==> src/hdl/rcq_map.svh <==
/*
  register offsets, field positions, reset values and scan timing of the run command qualifier.
  assumes inclusion by bare name from rcq_pkg and the design modules.
*/
`ifndef RCQ_MAP_SVH
`define RCQ_MAP_SVH

`define RCQ_CTRL_OFS      8'h00
`define RCQ_MINF_OFS      8'h04
`define RCQ_STAT_OFS      8'h08

`define RCQ_SUBMIN_LSB    0
`define RCQ_SCAN_BIT      2
`define RCQ_REMSW_BIT     3
`define RCQ_NDRV_BIT      4
`define RCQ_SRC_LSB       5
`define RCQ_FLUX_BIT      7
`define RCQ_MF_LSB        16

`define RCQ_CTRL_RST      32'h0000_0024
`define RCQ_MINF_RST      16'h0000

`define RCQ_CLK_MHZ       20
`define RCQ_WIN_FAST_MS   2
`define RCQ_WIN_SLOW_MS   5
`define RCQ_SCANS_PER_WIN 2
`define RCQ_FAST_CYC      (`RCQ_WIN_FAST_MS * 1000 * `RCQ_CLK_MHZ / `RCQ_SCANS_PER_WIN)
`define RCQ_SLOW_CYC      (`RCQ_WIN_SLOW_MS * 1000 * `RCQ_CLK_MHZ / `RCQ_SCANS_PER_WIN)

`define RCQ_RESP_OKAY     2'b00
`define RCQ_RESP_SLVERR   2'b10

`endif

==> src/hdl/rcq_pkg.sv <==
/*
  types shared by the run command qualifier modules.
  assumes rcq_map.svh on the include path.
*/
`include "rcq_map.svh"

package rcq_pkg;

    typedef enum logic [1:0] {
        RCQ_SUB_RUN_REF,
        RCQ_SUB_COAST,
        RCQ_SUB_RUN_MIN,
        RCQ_SUB_ZERO
    } rcq_submin_e;

    typedef struct packed {
        logic        flux_vector_mode;
        logic [1:0]  run_source_sel;
        logic        non_drive_run_sel;
        logic        remote_switch_run_sel;
        logic        input_scan_rate_sel;
        rcq_submin_e sub_minimum_action_sel;
    } rcq_cfg_s;

    typedef struct packed {
        logic        run_fwd;
        logic        run_rev;
        logic        coast_stop;
        logic [15:0] freq_cmd;
    } rcq_drive_s;

endpackage : rcq_pkg

==> src/hdl/rcq_core.sv <==
/*
  run command qualifier: scans terminal inputs, gates run commands on local/remote and
  drive mode, maps sub-minimum frequency references; registers over AXI4-Lite.
  assumes all inputs synchronous to aclk and one write and one read under way at a time.
*/
// Operation
// - below minimum: option 0 runs at reference, option 1 coasts to stop
// - option 2 runs at minimum frequency; option 3 zero speed in flux vector only
// - one scan setting serves forward/reverse and multi-function inputs alike
// - scan setting 0 takes two samples of each input every 2 ms
// - scan setting 1, default, takes two samples of each input every 5 ms
// - remote option 0 ignores run present at switch; needs fresh run assertion
// - remote option 1 honours a run present at switch straight away
// - non-drive option 0 ignores run outside drive mode until reissued; 1 runs
// - non-drive option 1 is invalid when run source selection is zero
`include "rcq_map.svh"

module rcq_core #(
    parameter int MF_W     = 8,
    parameter int FAST_CYC = `RCQ_FAST_CYC,
    parameter int SLOW_CYC = `RCQ_SLOW_CYC
) (
    input  wire logic              aclk,
    input  wire logic              aresetn,
    input  wire logic [7:0]        s_axi_awaddr,
    input  wire logic              s_axi_awvalid,
    output logic                   s_axi_awready,
    input  wire logic [31:0]       s_axi_wdata,
    input  wire logic [3:0]        s_axi_wstrb,
    input  wire logic              s_axi_wvalid,
    output logic                   s_axi_wready,
    output logic [1:0]             s_axi_bresp,
    output logic                   s_axi_bvalid,
    input  wire logic              s_axi_bready,
    input  wire logic [7:0]        s_axi_araddr,
    input  wire logic              s_axi_arvalid,
    output logic                   s_axi_arready,
    output logic [31:0]            s_axi_rdata,
    output logic [1:0]             s_axi_rresp,
    output logic                   s_axi_rvalid,
    input  wire logic              s_axi_rready,
    input  wire logic              terminal_fwd,
    input  wire logic              terminal_rev,
    input  wire logic [MF_W-1:0]   multi_in,
    input  wire logic              key_fwd,
    input  wire logic              key_rev,
    input  wire logic              remote_mode,
    input  wire logic              drive_mode,
    input  wire logic [15:0]       freq_ref,
    output logic [MF_W-1:0]        multi_q,
    output rcq_pkg::rcq_drive_s    drive_cmd
);
    import rcq_pkg::*;

    rcq_cfg_s        cfg;
    logic [31:0]     ctrl_q;
    logic [15:0]     minf_q;
    logic [MF_W+1:0] qual;
    logic            scan_tick;
    logic            q_fwd;
    logic            q_rev;
    logic            remote_prev_q;
    logic            remote_rise;
    logic            block_q;
    logic            block_now;
    logic            ndblk_q;
    logic            nd_ok;
    logic            src_fwd;
    logic            src_rev;
    logic            src_run;
    logic            term_run;
    logic            allowed;
    logic            below;
    logic            coast_d;
    logic [15:0]     freq_d;
    logic            aw_got_q;
    logic            w_got_q;
    logic [7:0]      awaddr_q;
    logic [31:0]     wdata_q;
    logic [3:0]      wstrb_q;
    logic            do_write;
    logic [31:0]     stat;

    assign cfg = rcq_cfg_s'(ctrl_q[`RCQ_FLUX_BIT:`RCQ_SUBMIN_LSB]);

    // one qualifier, one scan setting for every terminal input
    rcq_qualify #(
        .W        (MF_W + 2),
        .FAST_CYC (FAST_CYC),
        .SLOW_CYC (SLOW_CYC)
    ) u_qualify (
        .aclk      (aclk),
        .aresetn   (aresetn),
        .slow_sel  (cfg.input_scan_rate_sel),
        .raw       ({multi_in, terminal_rev, terminal_fwd}),
        .level_q   (qual),
        .scan_tick (scan_tick)
    );

    assign q_fwd    = qual[0];
    assign q_rev    = qual[1];
    assign multi_q  = qual[MF_W+1:2];
    assign term_run = q_fwd | q_rev;

    // run command gating
    assign remote_rise = remote_mode & ~remote_prev_q;
    assign block_now   = block_q | (remote_rise & ~cfg.remote_switch_run_sel & term_run);
    assign nd_ok       = cfg.non_drive_run_sel & (cfg.run_source_sel != 2'b00);
    assign src_fwd     = remote_mode ? q_fwd : key_fwd;
    assign src_rev     = remote_mode ? q_rev : key_rev;
    assign src_run     = src_fwd | src_rev;
    // both directions at once is treated as stop
    assign allowed     = src_run & ~(src_fwd & src_rev) & ~(remote_mode & block_now)
                         & ~ndblk_q & (drive_mode | nd_ok);

    always_ff @(posedge aclk) begin
        if (!aresetn) begin
            remote_prev_q <= 1'b0;
        end else begin
            remote_prev_q <= remote_mode;
        end
    end

    // set beats release: a run held across the switch stays blocked
    always_ff @(posedge aclk) begin
        if (!aresetn) begin
            block_q <= 1'b0;
        end else if (remote_rise && !cfg.remote_switch_run_sel && term_run) begin
            block_q <= 1'b1;
        end else if (!term_run) begin
            block_q <= 1'b0;
        end
    end

    // held until the run command is released, so it must be reissued in drive mode
    always_ff @(posedge aclk) begin
        if (!aresetn) begin
            ndblk_q <= 1'b0;
        end else if (!drive_mode && src_run && !nd_ok) begin
            ndblk_q <= 1'b1;
        end else if (!src_run) begin
            ndblk_q <= 1'b0;
        end
    end

    // sub-minimum reference handling; zero speed without flux vector falls back to option 0
    assign below = (freq_ref < minf_q);

    always_comb begin
        coast_d = 1'b0;
        freq_d  = freq_ref;
        if (below) begin
            case (cfg.sub_minimum_action_sel)
                RCQ_SUB_RUN_REF: freq_d = freq_ref;
                RCQ_SUB_COAST: begin
                    coast_d = 1'b1;
                    freq_d  = 16'h0000;
                end
                RCQ_SUB_RUN_MIN: freq_d = minf_q;
                RCQ_SUB_ZERO: freq_d = cfg.flux_vector_mode ? 16'h0000 : freq_ref;
                default: freq_d = freq_ref;
            endcase
        end
    end

    always_ff @(posedge aclk) begin
        if (!aresetn) begin
            drive_cmd <= '0;
        end else begin
            drive_cmd.run_fwd    <= allowed & src_fwd & ~coast_d;
            drive_cmd.run_rev    <= allowed & src_rev & ~coast_d;
            drive_cmd.coast_stop <= coast_d;
            drive_cmd.freq_cmd   <= freq_d;
        end
    end

    // axi4-lite write: address and data taken in either order, response after both
    assign s_axi_awready = ~aw_got_q & ~s_axi_bvalid;
    assign s_axi_wready  = ~w_got_q & ~s_axi_bvalid;
    assign do_write      = aw_got_q & w_got_q & ~s_axi_bvalid;

    always_ff @(posedge aclk) begin
        if (!aresetn) begin
            aw_got_q <= 1'b0;
            awaddr_q <= 8'h00;
        end else if (s_axi_awvalid && s_axi_awready) begin
            aw_got_q <= 1'b1;
            awaddr_q <= s_axi_awaddr;
        end else if (do_write) begin
            aw_got_q <= 1'b0;
        end
    end

    always_ff @(posedge aclk) begin
        if (!aresetn) begin
            w_got_q <= 1'b0;
            wdata_q <= 32'h0000_0000;
            wstrb_q <= 4'h0;
        end else if (s_axi_wvalid && s_axi_wready) begin
            w_got_q <= 1'b1;
            wdata_q <= s_axi_wdata;
            wstrb_q <= s_axi_wstrb;
        end else if (do_write) begin
            w_got_q <= 1'b0;
        end
    end

    always_ff @(posedge aclk) begin
        if (!aresetn) begin
            ctrl_q <= `RCQ_CTRL_RST;
            minf_q <= `RCQ_MINF_RST;
        end else if (do_write) begin
            if ({awaddr_q[7:2], 2'b00} == `RCQ_CTRL_OFS) begin
                if (wstrb_q[0]) begin
                    ctrl_q <= {24'h00_0000, wdata_q[7:0]};
                end
            end else if ({awaddr_q[7:2], 2'b00} == `RCQ_MINF_OFS) begin
                if (wstrb_q[0]) begin
                    minf_q[7:0] <= wdata_q[7:0];
                end
                if (wstrb_q[1]) begin
                    minf_q[15:8] <= wdata_q[15:8];
                end
            end
        end
    end

    always_ff @(posedge aclk) begin
        if (!aresetn) begin
            s_axi_bvalid <= 1'b0;
            s_axi_bresp  <= `RCQ_RESP_OKAY;
        end else if (do_write) begin
            s_axi_bvalid <= 1'b1;
            if ({awaddr_q[7:2], 2'b00} == `RCQ_CTRL_OFS
                || {awaddr_q[7:2], 2'b00} == `RCQ_MINF_OFS) begin
                s_axi_bresp <= `RCQ_RESP_OKAY;
            end else begin
                s_axi_bresp <= `RCQ_RESP_SLVERR;
            end
        end else if (s_axi_bready) begin
            s_axi_bvalid <= 1'b0;
        end
    end

    // axi4-lite read; status is a live snapshot taken at the address handshake
    assign s_axi_arready = ~s_axi_rvalid;
    assign stat = 32'({multi_q, 8'h00, below, drive_cmd.coast_stop, drive_cmd.run_rev,
                       drive_cmd.run_fwd, ndblk_q, block_q, q_rev, q_fwd});

    always_ff @(posedge aclk) begin
        if (!aresetn) begin
            s_axi_rvalid <= 1'b0;
            s_axi_rdata  <= 32'h0000_0000;
            s_axi_rresp  <= `RCQ_RESP_OKAY;
        end else if (s_axi_arvalid && s_axi_arready) begin
            s_axi_rvalid <= 1'b1;
            s_axi_rresp  <= `RCQ_RESP_OKAY;
            if ({s_axi_araddr[7:2], 2'b00} == `RCQ_CTRL_OFS) begin
                s_axi_rdata <= ctrl_q;
            end else if ({s_axi_araddr[7:2], 2'b00} == `RCQ_MINF_OFS) begin
                s_axi_rdata <= {16'h0000, minf_q};
            end else if ({s_axi_araddr[7:2], 2'b00} == `RCQ_STAT_OFS) begin
                s_axi_rdata <= stat;
            end else begin
                s_axi_rdata <= 32'h0000_0000;
                s_axi_rresp <= `RCQ_RESP_SLVERR;
            end
        end else if (s_axi_rready) begin
            s_axi_rvalid <= 1'b0;
        end
    end

    // helper: cycles since the last scan
    logic [31:0] gap_q;
    always_ff @(posedge aclk) begin
        if (!aresetn || scan_tick) begin
            gap_q <= 32'h0000_0000;
        end else begin
            gap_q <= gap_q + 32'h0000_0001;
        end
    end
endmodule // rcq_core

==> src/hdl/rcq_qualify.sv <==
/*
  scan-rate sampler and two-scan agreement filter for a group of control inputs.
  assumes inputs synchronous to aclk and a scan rate select held by software.
*/
`include "rcq_map.svh"

module rcq_qualify #(
    parameter int W        = 4,
    parameter int FAST_CYC = `RCQ_FAST_CYC,
    parameter int SLOW_CYC = `RCQ_SLOW_CYC
) (
    input  wire logic         aclk,
    input  wire logic         aresetn,
    input  wire logic         slow_sel,
    input  wire logic [W-1:0] raw,
    output logic      [W-1:0] level_q,
    output logic              scan_tick
);
    import rcq_pkg::*;

    logic [31:0]  cnt_q;
    logic [31:0]  limit;
    logic [W-1:0] samp_q;

    // one scan period, both groups share it
    assign limit     = slow_sel ? 32'(SLOW_CYC - 1) : 32'(FAST_CYC - 1);
    // >= so a rate change mid-period never strands the counter
    assign scan_tick = (cnt_q >= limit);

    always_ff @(posedge aclk) begin
        if (!aresetn) begin
            cnt_q <= 32'h0000_0000;
        end else if (scan_tick) begin
            cnt_q <= 32'h0000_0000;
        end else begin
            cnt_q <= cnt_q + 32'h0000_0001;
        end
    end

    for (genvar i = 0; i < W; i++) begin : g_bit
        always_ff @(posedge aclk) begin
            if (!aresetn) begin
                samp_q[i]  <= 1'b0;
                level_q[i] <= 1'b0;
            end else if (scan_tick) begin
                samp_q[i] <= raw[i];
                if (raw[i] == samp_q[i] && raw[i] != level_q[i]) begin
                    level_q[i] <= raw[i];
                end
            end
        end
    end
endmodule // rcq_qualify

==> config.mk <==
export PLATFORM = sky130hd
export DESIGN_NAME = rcq_core
export DESIGN_NICKNAME = d
export VERILOG_FILES = /design/src/hdl/rcq_pkg.sv /design/src/hdl/rcq_core.sv /design/src/hdl/rcq_qualify.sv
export VERILOG_INCLUDE_DIRS = /design/src /design/src/hdl
export SDC_FILE = /design/constraint.sdc
export NUM_CORES = 1
export LEC_CHECK = 0
export BUFFER_PORTS_ARGS = -buffer_cell sky130_fd_sc_hd__buf_2
export CORE_MARGIN = 5
export CORE_UTILIZATION = 30
export CTS_CLUSTER_SIZE = 16
export DETAILED_ROUTE_END_ITERATION = 16
export GPL_ROUTABILITY_DRIVEN = 1
export PLACE_DENSITY = 0.62
export REMOVE_ABC_BUFFERS = 1
export SKIP_CTS_REPAIR_TIMING = 1
export SLEW_MARGIN = 20
export SYNTH_ARGS = -nofsm -noshare
export SYNTH_HDL_FRONTEND = slang
export SYNTH_HIERARCHICAL = 1
export SYNTH_SLANG_ARGS = --single-unit
export TNS_END_PERCENT = 30
==> constraint.sdc <==
create_clock -name aclk -period 2.3 [get_ports aclk]
set_input_delay 0.23 -clock aclk [delete_from_list [all_inputs] [get_ports aclk]]
set_output_delay 0.23 -clock aclk [all_outputs]
set_load 0.05 [all_outputs]
After elaboration in Yosys (flattened, before gate mapping)
Index checks and enable logic that the tools add are counted. Widths: inputs -> output; s select.

$add $sub $neg: 1. Multiply operators: 0. Divide/modulo/power cells: 0. Magnitude comparators: 2. Equality and inequality tests: 28. Shift-type cells: 0. Muxes and demuxes: 26. Bitwise logic cells: 34. Reduce and logical (&&, ||, !) cells: 43.

Operator list (number): $mux 24 (3); $pmux 16 s4 (1); $mux 16 (3); $add 32x1->32 const B (1); $ge 32x32->1 (1); $reduce_and 2->1 (10); $and 1x1->1 (18); $logic_and 1x1->1 (17); $lt 16x16->1 (1); $mux 1 (15); $eq 6x1->1 const B (2); $logic_not 6->1 (2); $not 1->1 (12); $eq 1x1->1 (10); $ne 1x1->1 (10); $reduce_bool 2->1 (5); $mux 2 (4); $reduce_and 4->1 (2); $eq 6x2->1 const B (1); $eq 2x2->1 const B (2); $ne 2x1->1 const B (2); $or 1x1->1 (4); $logic_not 1->1 (3); $reduce_and 3->1 (1); other kinds (4) (4).

Register bits: 164. Bits in latches: 0. Memory bits (writable): 0. Bits in read-only memories: 0. Input bits: 89. Output and inout bits: 68. Logic and storage cells: 175. Memories kept: 0.

Logic depth before layout (Yosys ltp)
Gate-level depths: netlist of run 1.

Word-level depth: 12. Gate-level depth with buffers: 10. Gate-level depth less buffers: 8.

By module
The synthesis of run 1 kept the hierarchy.

Modules (own cells, without submodules): rcq_core (times used 1, cells each 462, area an instance 4191.5 µm², sequential area each 2001.9 µm²); rcq_qualify (times used 1, cells each 220, area an instance 2129.5 µm², sequential area each 1041.0 µm²).

Least setup slack after synthesis of run 1
Ideal clock, no wire load.

Path kind: reg-to-reg. From: reg s_axi_bvalid. To: reg wdata_q[10]. Arrival time: 2.220 ns. Data required time: 2.230 ns. Path slack: 0.010 ns. Cell stages (with the launch flop): 7. Buffers on the path: 2. Period minus slack after synthesis: 2.290 ns. Path through: dfxtp_1 > nor2_1 > and2_1 > clkbuf_1 > buf_1 > nand2_1 > a21oi_1.

Longest elaborated chain between the ends: 3.

RTL lines: from (decl) (RTL line rcq_core.sv:33) `output logic s_axi_bvalid,`; from (signal assigned) (RTL line rcq_core.sv:230) `s_axi_bvalid <= 1'b0;`; from (signal assigned) (RTL line rcq_core.sv:233) `s_axi_bvalid <= 1'b1;`; from (signal assigned) (RTL line rcq_core.sv:241) `s_axi_bvalid <= 1'b0;`; $not 1->1 (RTL line rcq_core.sv:179) `assign s_axi_wready = ~w_got_q & ~s_axi_bvalid;`; $and 1x1->1 (RTL line rcq_core.sv:179); net s_axi_wready (RTL line rcq_core.sv:31) `output logic s_axi_wready,`; $logic_and 1x1->1 (RTL line rcq_core.sv:199) `end else if (s_axi_wvalid && s_axi_wready) begin`; to (signal assigned) (RTL line rcq_core.sv:201) `wdata_q <= s_axi_wdata;`; to (decl) (RTL line rcq_core.sv:79) `logic [31:0] wdata_q;`.

The timed path passes the listed nets, and every way through them passes these cells. A chain may end at the register's enable or synchronous reset.

Worst setup path in the final report of run 1
From: reg minf_q[14]. To: reg drive_cmd[16] (netlist name).

Longest elaborated chain between the ends: 2.

RTL lines: from (decl) (RTL line rcq_core.sv:57) `logic [15:0] minf_q;`; from (signal assigned) (RTL line rcq_core.sv:211) `` minf_q <= `RCQ_MINF_RST; ``; from (signal assigned) (RTL line rcq_core.sv:222) `minf_q[15:8] <= wdata_q[15:8];`; $lt 16x16->1 (RTL line rcq_core.sv:147) `assign below = (freq_ref < minf_q);`; $mux 1 (RTL line rcq_core.sv:152) `if (below) begin`; to (decl) (RTL line rcq_core.sv:51) `output rcq_pkg::rcq_drive_s drive_cmd`.

No other way between the ends.

==> results of run 1 <==
[stage by stage]
stage,cells,cell area (um2)
finish,1133,8198
global route,1133,8198
CTS,1129,8039
detailed placement,1097,7408
global placement,1097,7408
floorplan,662,6171
[Yosys cell counts, drive strengths merged, types with 5 or more instances]
library cell,instances,share of area
dfxtp,152,0.48
nand2,121,0.072
nor2,60,0.036
a21oi,49,0.039
mux2i,42,0.067
ha,23,0.046
buf,22,0.025
inv,22,0.013
clkbuf,21,0.012
a22o,16,0.022
nand3,16,0.014
nor3,16,0.014
o211ai,12,0.014
o21ai,11,0.0087
nand4,10,0.0099
o221ai,10,0.022
xor2,9,0.012
a221oi,7,0.0097
and3,7,0.0069
and2,6,0.0059
nor4,6,0.0083
xnor2,6,0.0083
nand3b,5,0.0059
[sequential cells by signal, summed over array words and instances (netlist names)]
name               flops
u_qualify/cnt_q       32
s_axi_rdata           24
drive_cmd             19
minf_q                16
wdata_q               16
u_qualify/level_q     10
u_qualify/samp_q      10
ctrl_q                 8
awaddr_q               6
wstrb_q                2
aw_got_q               1
block_q                1
ndblk_q                1
remote_prev_q          1
s_axi_bresp            1
s_axi_bvalid           1
s_axi_rresp            1
s_axi_rvalid           1
w_got_q                1
[report_power, final]
part           internal, uW  switching [uW]  total (uW)
Clock                  1880            1090        2970
Sequential             2730            55.1        2790
Combinational           195             437         632
Total                  4800            1580        6390
[layer usage]
metal / track usage / vias to the layer above
li1: - / 2664
met1: 0.1842 / 2421
met2: 0.2121 / 114
met3: 0.04172 / 7
met4: 0.03995 / 0
met5: 0 / -
[how the worst max path moves through the flow]
| stage | cells after the start | end | slack, ns | start |
|---|---|---|---|---|
| global route | 7 | drive_cmd[0] | -0.06 | minf_q[11] |
| CTS | 7 | drive_cmd[3] | -0.22 | minf_q[15] |
| floorplan | 7 | u_qualify/level_q[8] | 0.01 | ctrl_q[2] |
| finish | 10 | drive_cmd[16] | 0.07 | minf_q[14] |
| detailed placement | 7 | drive_cmd[3] | -0.22 | freq_ref[15] |
| global placement | 7 | drive_cmd[2] | -0.18 | freq_ref[15] |
[kinds of logic (layout without fill, tap and decap cells)]
family                   count (synthesis)  count (layout)  synth area share
flip-flops                             152             152            0.4814
AND/OR/NAND/NOR                        264             264            0.1956
AO/OA/AOI/OAI                          115             116            0.1314
adder cells (fa/ha/maj)                 23              23           0.04553
multiplexers                            46              46           0.07363
buffers and inverters                   65             217           0.05047
other                                    2              25          0.001188
XOR/XNOR                                15              15           0.02078
[area by class of cell]
class                   instances  area (um2)
flip-flops and latches        152        3050
well taps                     275       344.1
multi-input cells             489        3164
repair buffers                163       923.4
clock inverters                11       170.2
fillers                      2099       12690
clock buffers                  21       460.4
inverters                      22       85.08
[critical path: cells and delay by family (launching register included)]
family                     cells  cell delay, ns
buffers and inverters          4            0.59
DFF                            1            0.32
adders and majority gates      1            0.26
and+or+nand+nor                5            0.95
==> results.py, run 1 <==
metrics = {
    "critical_path": {
        "crit_fanout": 4,
        "r2r_start": "minf_q[14]",
        "reg2reg_depth": 10,
        "r2r_end": "drive_cmd[16]",
        "cp_slowest_cell": "or3_4",
        "startpoint_type": "flop",
        "crit_top_cell": "buf_4",
        "critical-path-max-stage-delay_ns": 0.40,
        "reg2reg_setup_slack_ns": 0.07,
        "end_kind": "flop",
        "crit_chain": "inv_1 > ha_4 > nand4_1 > buf_4 > or3_4 > nor4_4 > buf_4 > nor4_1 > buf_4 > and2_1",
        "cp.required_ns": 2.61,
        "worstPathArrival_ns": 2.55,
        "crit_type": "flop to flop",
    },
    "cells_and_area": {
        "layout_commonest_cell": "dfxtp_1",
        "n_antenna_cell": 0,
        "final_cell_mix": "146 x dfxtp_1, 124 x buf_2, 120 x nand2_1",
        "drive_above_1_share": 0.2786,
        "postLayoutCoreUtil": 0.3925,
        "area_delta_synth_final_pct": 29.69,
        "nets": 957,
    },
    "timing": {
        "whs_ns": 0.04519,
        "setup_viol": 0,
        "tns_ns": 0,
        "tightest_slew_ns": 0.7760,
        "fmax_mhz": 447.7,
        "slew_headroom": 0.4792,
        "hold_violations": 0,
        "period_share": 0.9711,
        "maxSlewViolCount": 0,
        "fin_ws_ns": 0.06637,
        "skew_ns": 0.009358,
        "period_needed_ns": 2.234,
    },
    "cts": {
        "cts_buffer_depth": 2,
        "h-tree-depth": 4,
        "tritoncts": "yes",
        "clk_pin_slew_ns": 0.06,
        "cts.root.buffer_cell": "clkbuf_16",
        "cts_sinks": 152,
        "clkLatencyLatePin_ns": 0.42,
        "cts_buffers": 17,
    },
    "synth": {
        "synthCells": 682,
        "synth-main-ff-cell": "dfxtp_1",
        "avgSynthCellArea_um2": 9.268,
        "synth_edf_count": 0,
        "async_flop_share": 0,
        "yosysWarnings": 6,
        "ys_seq_elements": 152,
        "synthesis.area_mm2": 0.006321,
        "seq_area_frac_synth": 0.4814,
        "yosysUniqueCellTypes": 51,
    },
    "drt": {
        "post-route-drc-count": 0,
        "wl_mm": 16.75,
        "drt-met1-wl_mm": 7.919,
        "wl_met2_mm": 7.812,
        "drt-initial-drc-count": 258,
        "wl_met3_um": 892,
        "routedWlPerCell_um": 14.78,
        "vias": 5206,
        "vias_per_cell": 4.595,
        "dr.max_layer_used": "met4",
        "ant_nets": 0,
        "drt_pass1_iterations": 4,
    },
    "die": {
        "dieArea_mm2": 0.02407,
        "die_y_um": 155.2,
        "initial_utilization": 0.3026,
        "pin_count": 157,
        "core_region_area_mm2": 0.02089,
        "die_w_um": 155.2,
        "fp-row-count": 53,
    },
    "global_routing": {
        "overflow": 0,
        "grt_first_pass_wirelength_mm": 26.08,
        "grt_max_degree": 48,
        "grt_antenna_before_repair": 0,
        "grt_pass1_vias": 4892,
        "grt_usage": 0.1368,
    },
    "placed_design": {
        "io_buffers": 124,
        "dp_slack_ns": -0.2216,
        "hpwl_mm": 12.35,
        "gp_congestion": 0.8190,
    },
    "power_and_ir_drop": {
        "p_total_uw": 6385,
        "ir_worst_vdd_mv": 0.3949,
        "powerDensity_mw_per_mm2": 778.9,
        "p_leak_uw": 0.003435,
    },
    "flow_run": {
        "drv_cap": 0,
    },
    "hold_path": {
        "holdCritStartpoint": "s_axi_awaddr[3]",
        "hold_path_depth": 3,
        "whs_endpoint": "awaddr_q[3]",
        "hold_class": "primary input to flop",
    },
    "outcome": {
        "status": "finished clean",
    },
}
(Power assumes the default switching activity.)
==> run 2, diff against run 1 <==
--- a/config.mk
+++ b/config.mk
@@ -18,6 +18,5 @@
 export SLEW_MARGIN = 20
 export SYNTH_ARGS = -nofsm -noshare
 export SYNTH_HDL_FRONTEND = slang
-export SYNTH_HIERARCHICAL = 1
 export SYNTH_SLANG_ARGS = --single-unit
 export TNS_END_PERCENT = 30
==> run 2 against run 1 <==
  * Maximum frequency up 4.9%
  * Critical path depth down 3
  * Clock-buffer cell count down 1
  * Utilization down 1.2 points
  * Critical endpoint is now drive_cmd[0]
  * Largest power group unchanged
==> results.py, run 2 <==
metrics = {
    "outcome": {
        "status": "finished clean",
    },
    "timing": {
        "fmax_mhz": 469.8,
        "maxSlewViolCount": 0,
        "skew_ns": 0.01207,
        "tightest_slew_ns": 0.6801,
        "hold_violations": 0,
        "setup_viol": 0,
        "rsz0062_at_grt": "no",
        "whs_ns": 0.04071,
        "period_share": 0.9255,
        "slew_headroom": 0.5455,
        "period_needed_ns": 2.129,
    },
    "drt": {
        "post-route-drc-count": 0,
        "ant_nets": 0,
        "drt_pass1_iterations": 5,
        "vias_per_cell": 4.619,
        "drt-initial-drc-count": 229,
        "wl_mm": 16.18,
        "routedWlPerCell_um": 14.43,
        "vias": 5178,
    },
    "cells_and_area": {
        "final_cell_mix": "151 x dfxtp_1, 124 x buf_2, 79 x nor2_1",
        "largest_reg_flops": 32,
        "final_cells": 1121,
        "nets": 944,
        "area_delta_synth_final_pct": 25.82,
        "layout_commonest_cell": "dfxtp_1",
        "top_register": "u_qualify.cnt_q",
        "reg_top3": "u_qualify.cnt_q: 32 flops, s_axi_rdata: 24 flops, drive_cmd: 19 flops",
        "drive_above_1_share": 0.2391,
    },
    "synth": {
        "synthCells": 688,
        "synthesis.area_mm2": 0.006314,
        "async_flop_share": 0,
        "ys_top_cells_by_count": "152 x dfxtp_1, 79 x nor2_1, 62 x nand2_1",
        "yosysUniqueCellTypes": 48,
        "netlist.area_leader.share": 0.4820,
        "ys_seq_elements": 152,
        "synth-main-ff-cell": "dfxtp_1",
        "seq_area_frac_synth": 0.4820,
        "yosys.cell_count.top_type": "dfxtp_1",
        "synth.area.top_cells": "dfxtp_1 48%, mux2i_1 6.0%, nor2_1 4.7%, ha_1 4.6%, a21oi_1 4.0%",
        "synth_area_leader_cell": "dfxtp_1",
        "avgSynthCellArea_um2": 9.177,
        "yosysWarnings": 0,
        "synth_edf_count": 0,
    },
    "power_and_ir_drop": {
        "p_seq_frac": 0.449,
        "p_comb_frac": 0.085,
        "ir_worst_vdd_mv": 0.4480,
        "intPower_uw": 4639,
        "p_leak_uw": 0.003295,
        "switchingPower_uw": 1540,
        "powerDensity_mw_per_mm2": 777.9,
        "p_sw_frac": 0.2493,
        "p_clk_frac": 0.466,
    },
    "placed_design": {
        "hpwl_mm": 11.89,
        "gp_congestion": 0.7959,
        "dp_cells": 1086,
        "io_buffers": 124,
    },
    "critical_path": {
        "crit_chain": "inv_1 > ha_1 > nand4_1 > nor4_2 > o31ai_2 > and4_2 > a22o_1",
        "end_kind": "flop",
        "path_buf_inv": 1,
        "worstPathArrival_ns": 2.44,
        "crit_fanout": 16,
        "startpoint_type": "flop",
        "crit_type": "flop to flop",
        "critical-path-max-stage-delay_ns": 0.39,
        "crit_family": "simple AND/OR/NAND/NOR gates",
        "cp.required_ns": 2.61,
        "cp_slowest_cell": "dfxtp_1",
    },
    "global_routing": {
        "grt_usage": 0.1346,
        "grt_first_pass_wirelength_mm": 25.79,
        "overflow": 0,
        "grt_max_degree": 58,
        "grt_pass1_vias": 4861,
        "grt_antenna_before_repair": 0,
    },
    "cts": {
        "tritoncts": "yes",
        "cts_sinks": 152,
        "h-tree-depth": 4,
        "cts.root.buffer_cell": "clkbuf_16",
        "clkLatencyLatePin_ns": 0.42,
        "cts_buffers": 17,
        "clk_pin_slew_ns": 0.06,
        "cts_buffer_depth": 2,
    },
    "die": {
        "die_y_um": 155.1,
        "core_region_area_mm2": 0.02089,
        "pin_count": 157,
        "initial_utilization": 0.3022,
        "fp-row-count": 53,
        "die_w_um": 155.1,
        "dieArea_mm2": 0.02405,
    },
    "hold_path": {
        "hold_class": "primary input to flop",
    },
    "flow_run": {
        "drv_cap": 0,
    },
}
[run 2: changes by cell type after synthesis, moves of 4 or more]
| cell | before | now |
|---|---|---|
| nor2_1 | 60 | 79 |
| a31oi_1 | 1 | 13 |
| nand2_1 | 121 | 62 |
| o221ai_2 | 8 | 0 |
| mux2_2 | 4 | 0 |
| buf_4 | 13 | 19 |
| nor3_1 | 14 | 6 |
| o21ai_0 | 10 | 35 |
| mux2i_1 | 42 | 38 |
| a22oi_1 | 1 | 16 |
| nand3b_1 | 5 | 1 |
| a221oi_1 | 7 | 0 |
| nand3_1 | 14 | 38 |
[run 2: layer usage]
metal  up-vias  global-route usage  share of wire
met4         0             0.05214          0.018
met1      2387              0.1765           0.47
met3        18             0.03282          0.048
li1       2658                   -              -
met5         -                   0              0
met2       115              0.2139           0.47
[run 2: kinds of logic (layout without fill, tap and decap cells)]
group	Yosys count	count (layout)	share of synthesized area
AOI/OAI and AO/OA	151	151	0.1490
xor gates and xnor gates	14	14	0.01942
DFF	152	152	0.4820
and+or+nand+nor	231	231	0.1742
buffers and inverters	78	211	0.06897
adders and majority gates	23	23	0.04558
muxes	38	38	0.06024
other	1	26	0.0005940
[run 2: cell type report]
class	count	area [um2]
diodes	1	2.502
clock buffers	20	446.7
clock inverters	12	163.9
fillers	2133	12940
inverters	23	86.33
multi-input cells	482	2955
flip-flops and latches	152	3044
well taps	275	344.1
repair buffers	156	900.9
[run 2: worst paths after layout]
kind,slack [ns],cells past startpoint,endpoint,start
worst max-delay path,0.17,7,drive_cmd[0],minf_q[14]
worst min-delay path,0.04,2,drive_cmd[7],freq_ref[7]
worst max register to register,0.17,7,drive_cmd[0],minf_q[14]
worst min register to register,0.44,1,u_qualify.cnt_q[0],u_qualify.cnt_q[0]
[run 2: power by group through the flow]
stage / clock, uW / sequential, uW / combinational [uW]
floorplan: 0 / 2910 / 247
global placement: 0 / 2830 / 525
detailed placement: 0 / 2830 / 529
CTS: 2950 / 2770 / 531
global route: 3070 / 2780 / 574
finish: 2880 / 2770 / 526
[run 2: worst reg2reg max path, stage by stage (launching register included)]
cell and delay [ns]:
dfxtp_1 0.39, inv_1 0.08, ha_1 0.30, nand4_1 0.13, nor4_2 0.32, o31ai_2 0.15
and4_2 0.38, a22o_1 0.28
[run 2: through the flow]
| stage | setup TNS [ns] | power (uW) | area [um2] | util | setup slack (ns) |
|---|---|---|---|---|---|
| CTS | 0 | 6254 | 7908 | 0.3786 | 0.02190 |
| global route | 0 | 6431 | 7941 | 0.3802 | 0.03382 |
| global placement | 0 | 3353 | 7297 | 0.3493 | 0.1182 |
| finish | 0 | 6179 | 7944 | 0.3803 | 0.1714 |
| floorplan | -8.532 | 3158 | 6055 | - | -0.3617 |
| detailed placement | 0 | 3360 | 7297 | 0.3493 | 0.08561 |
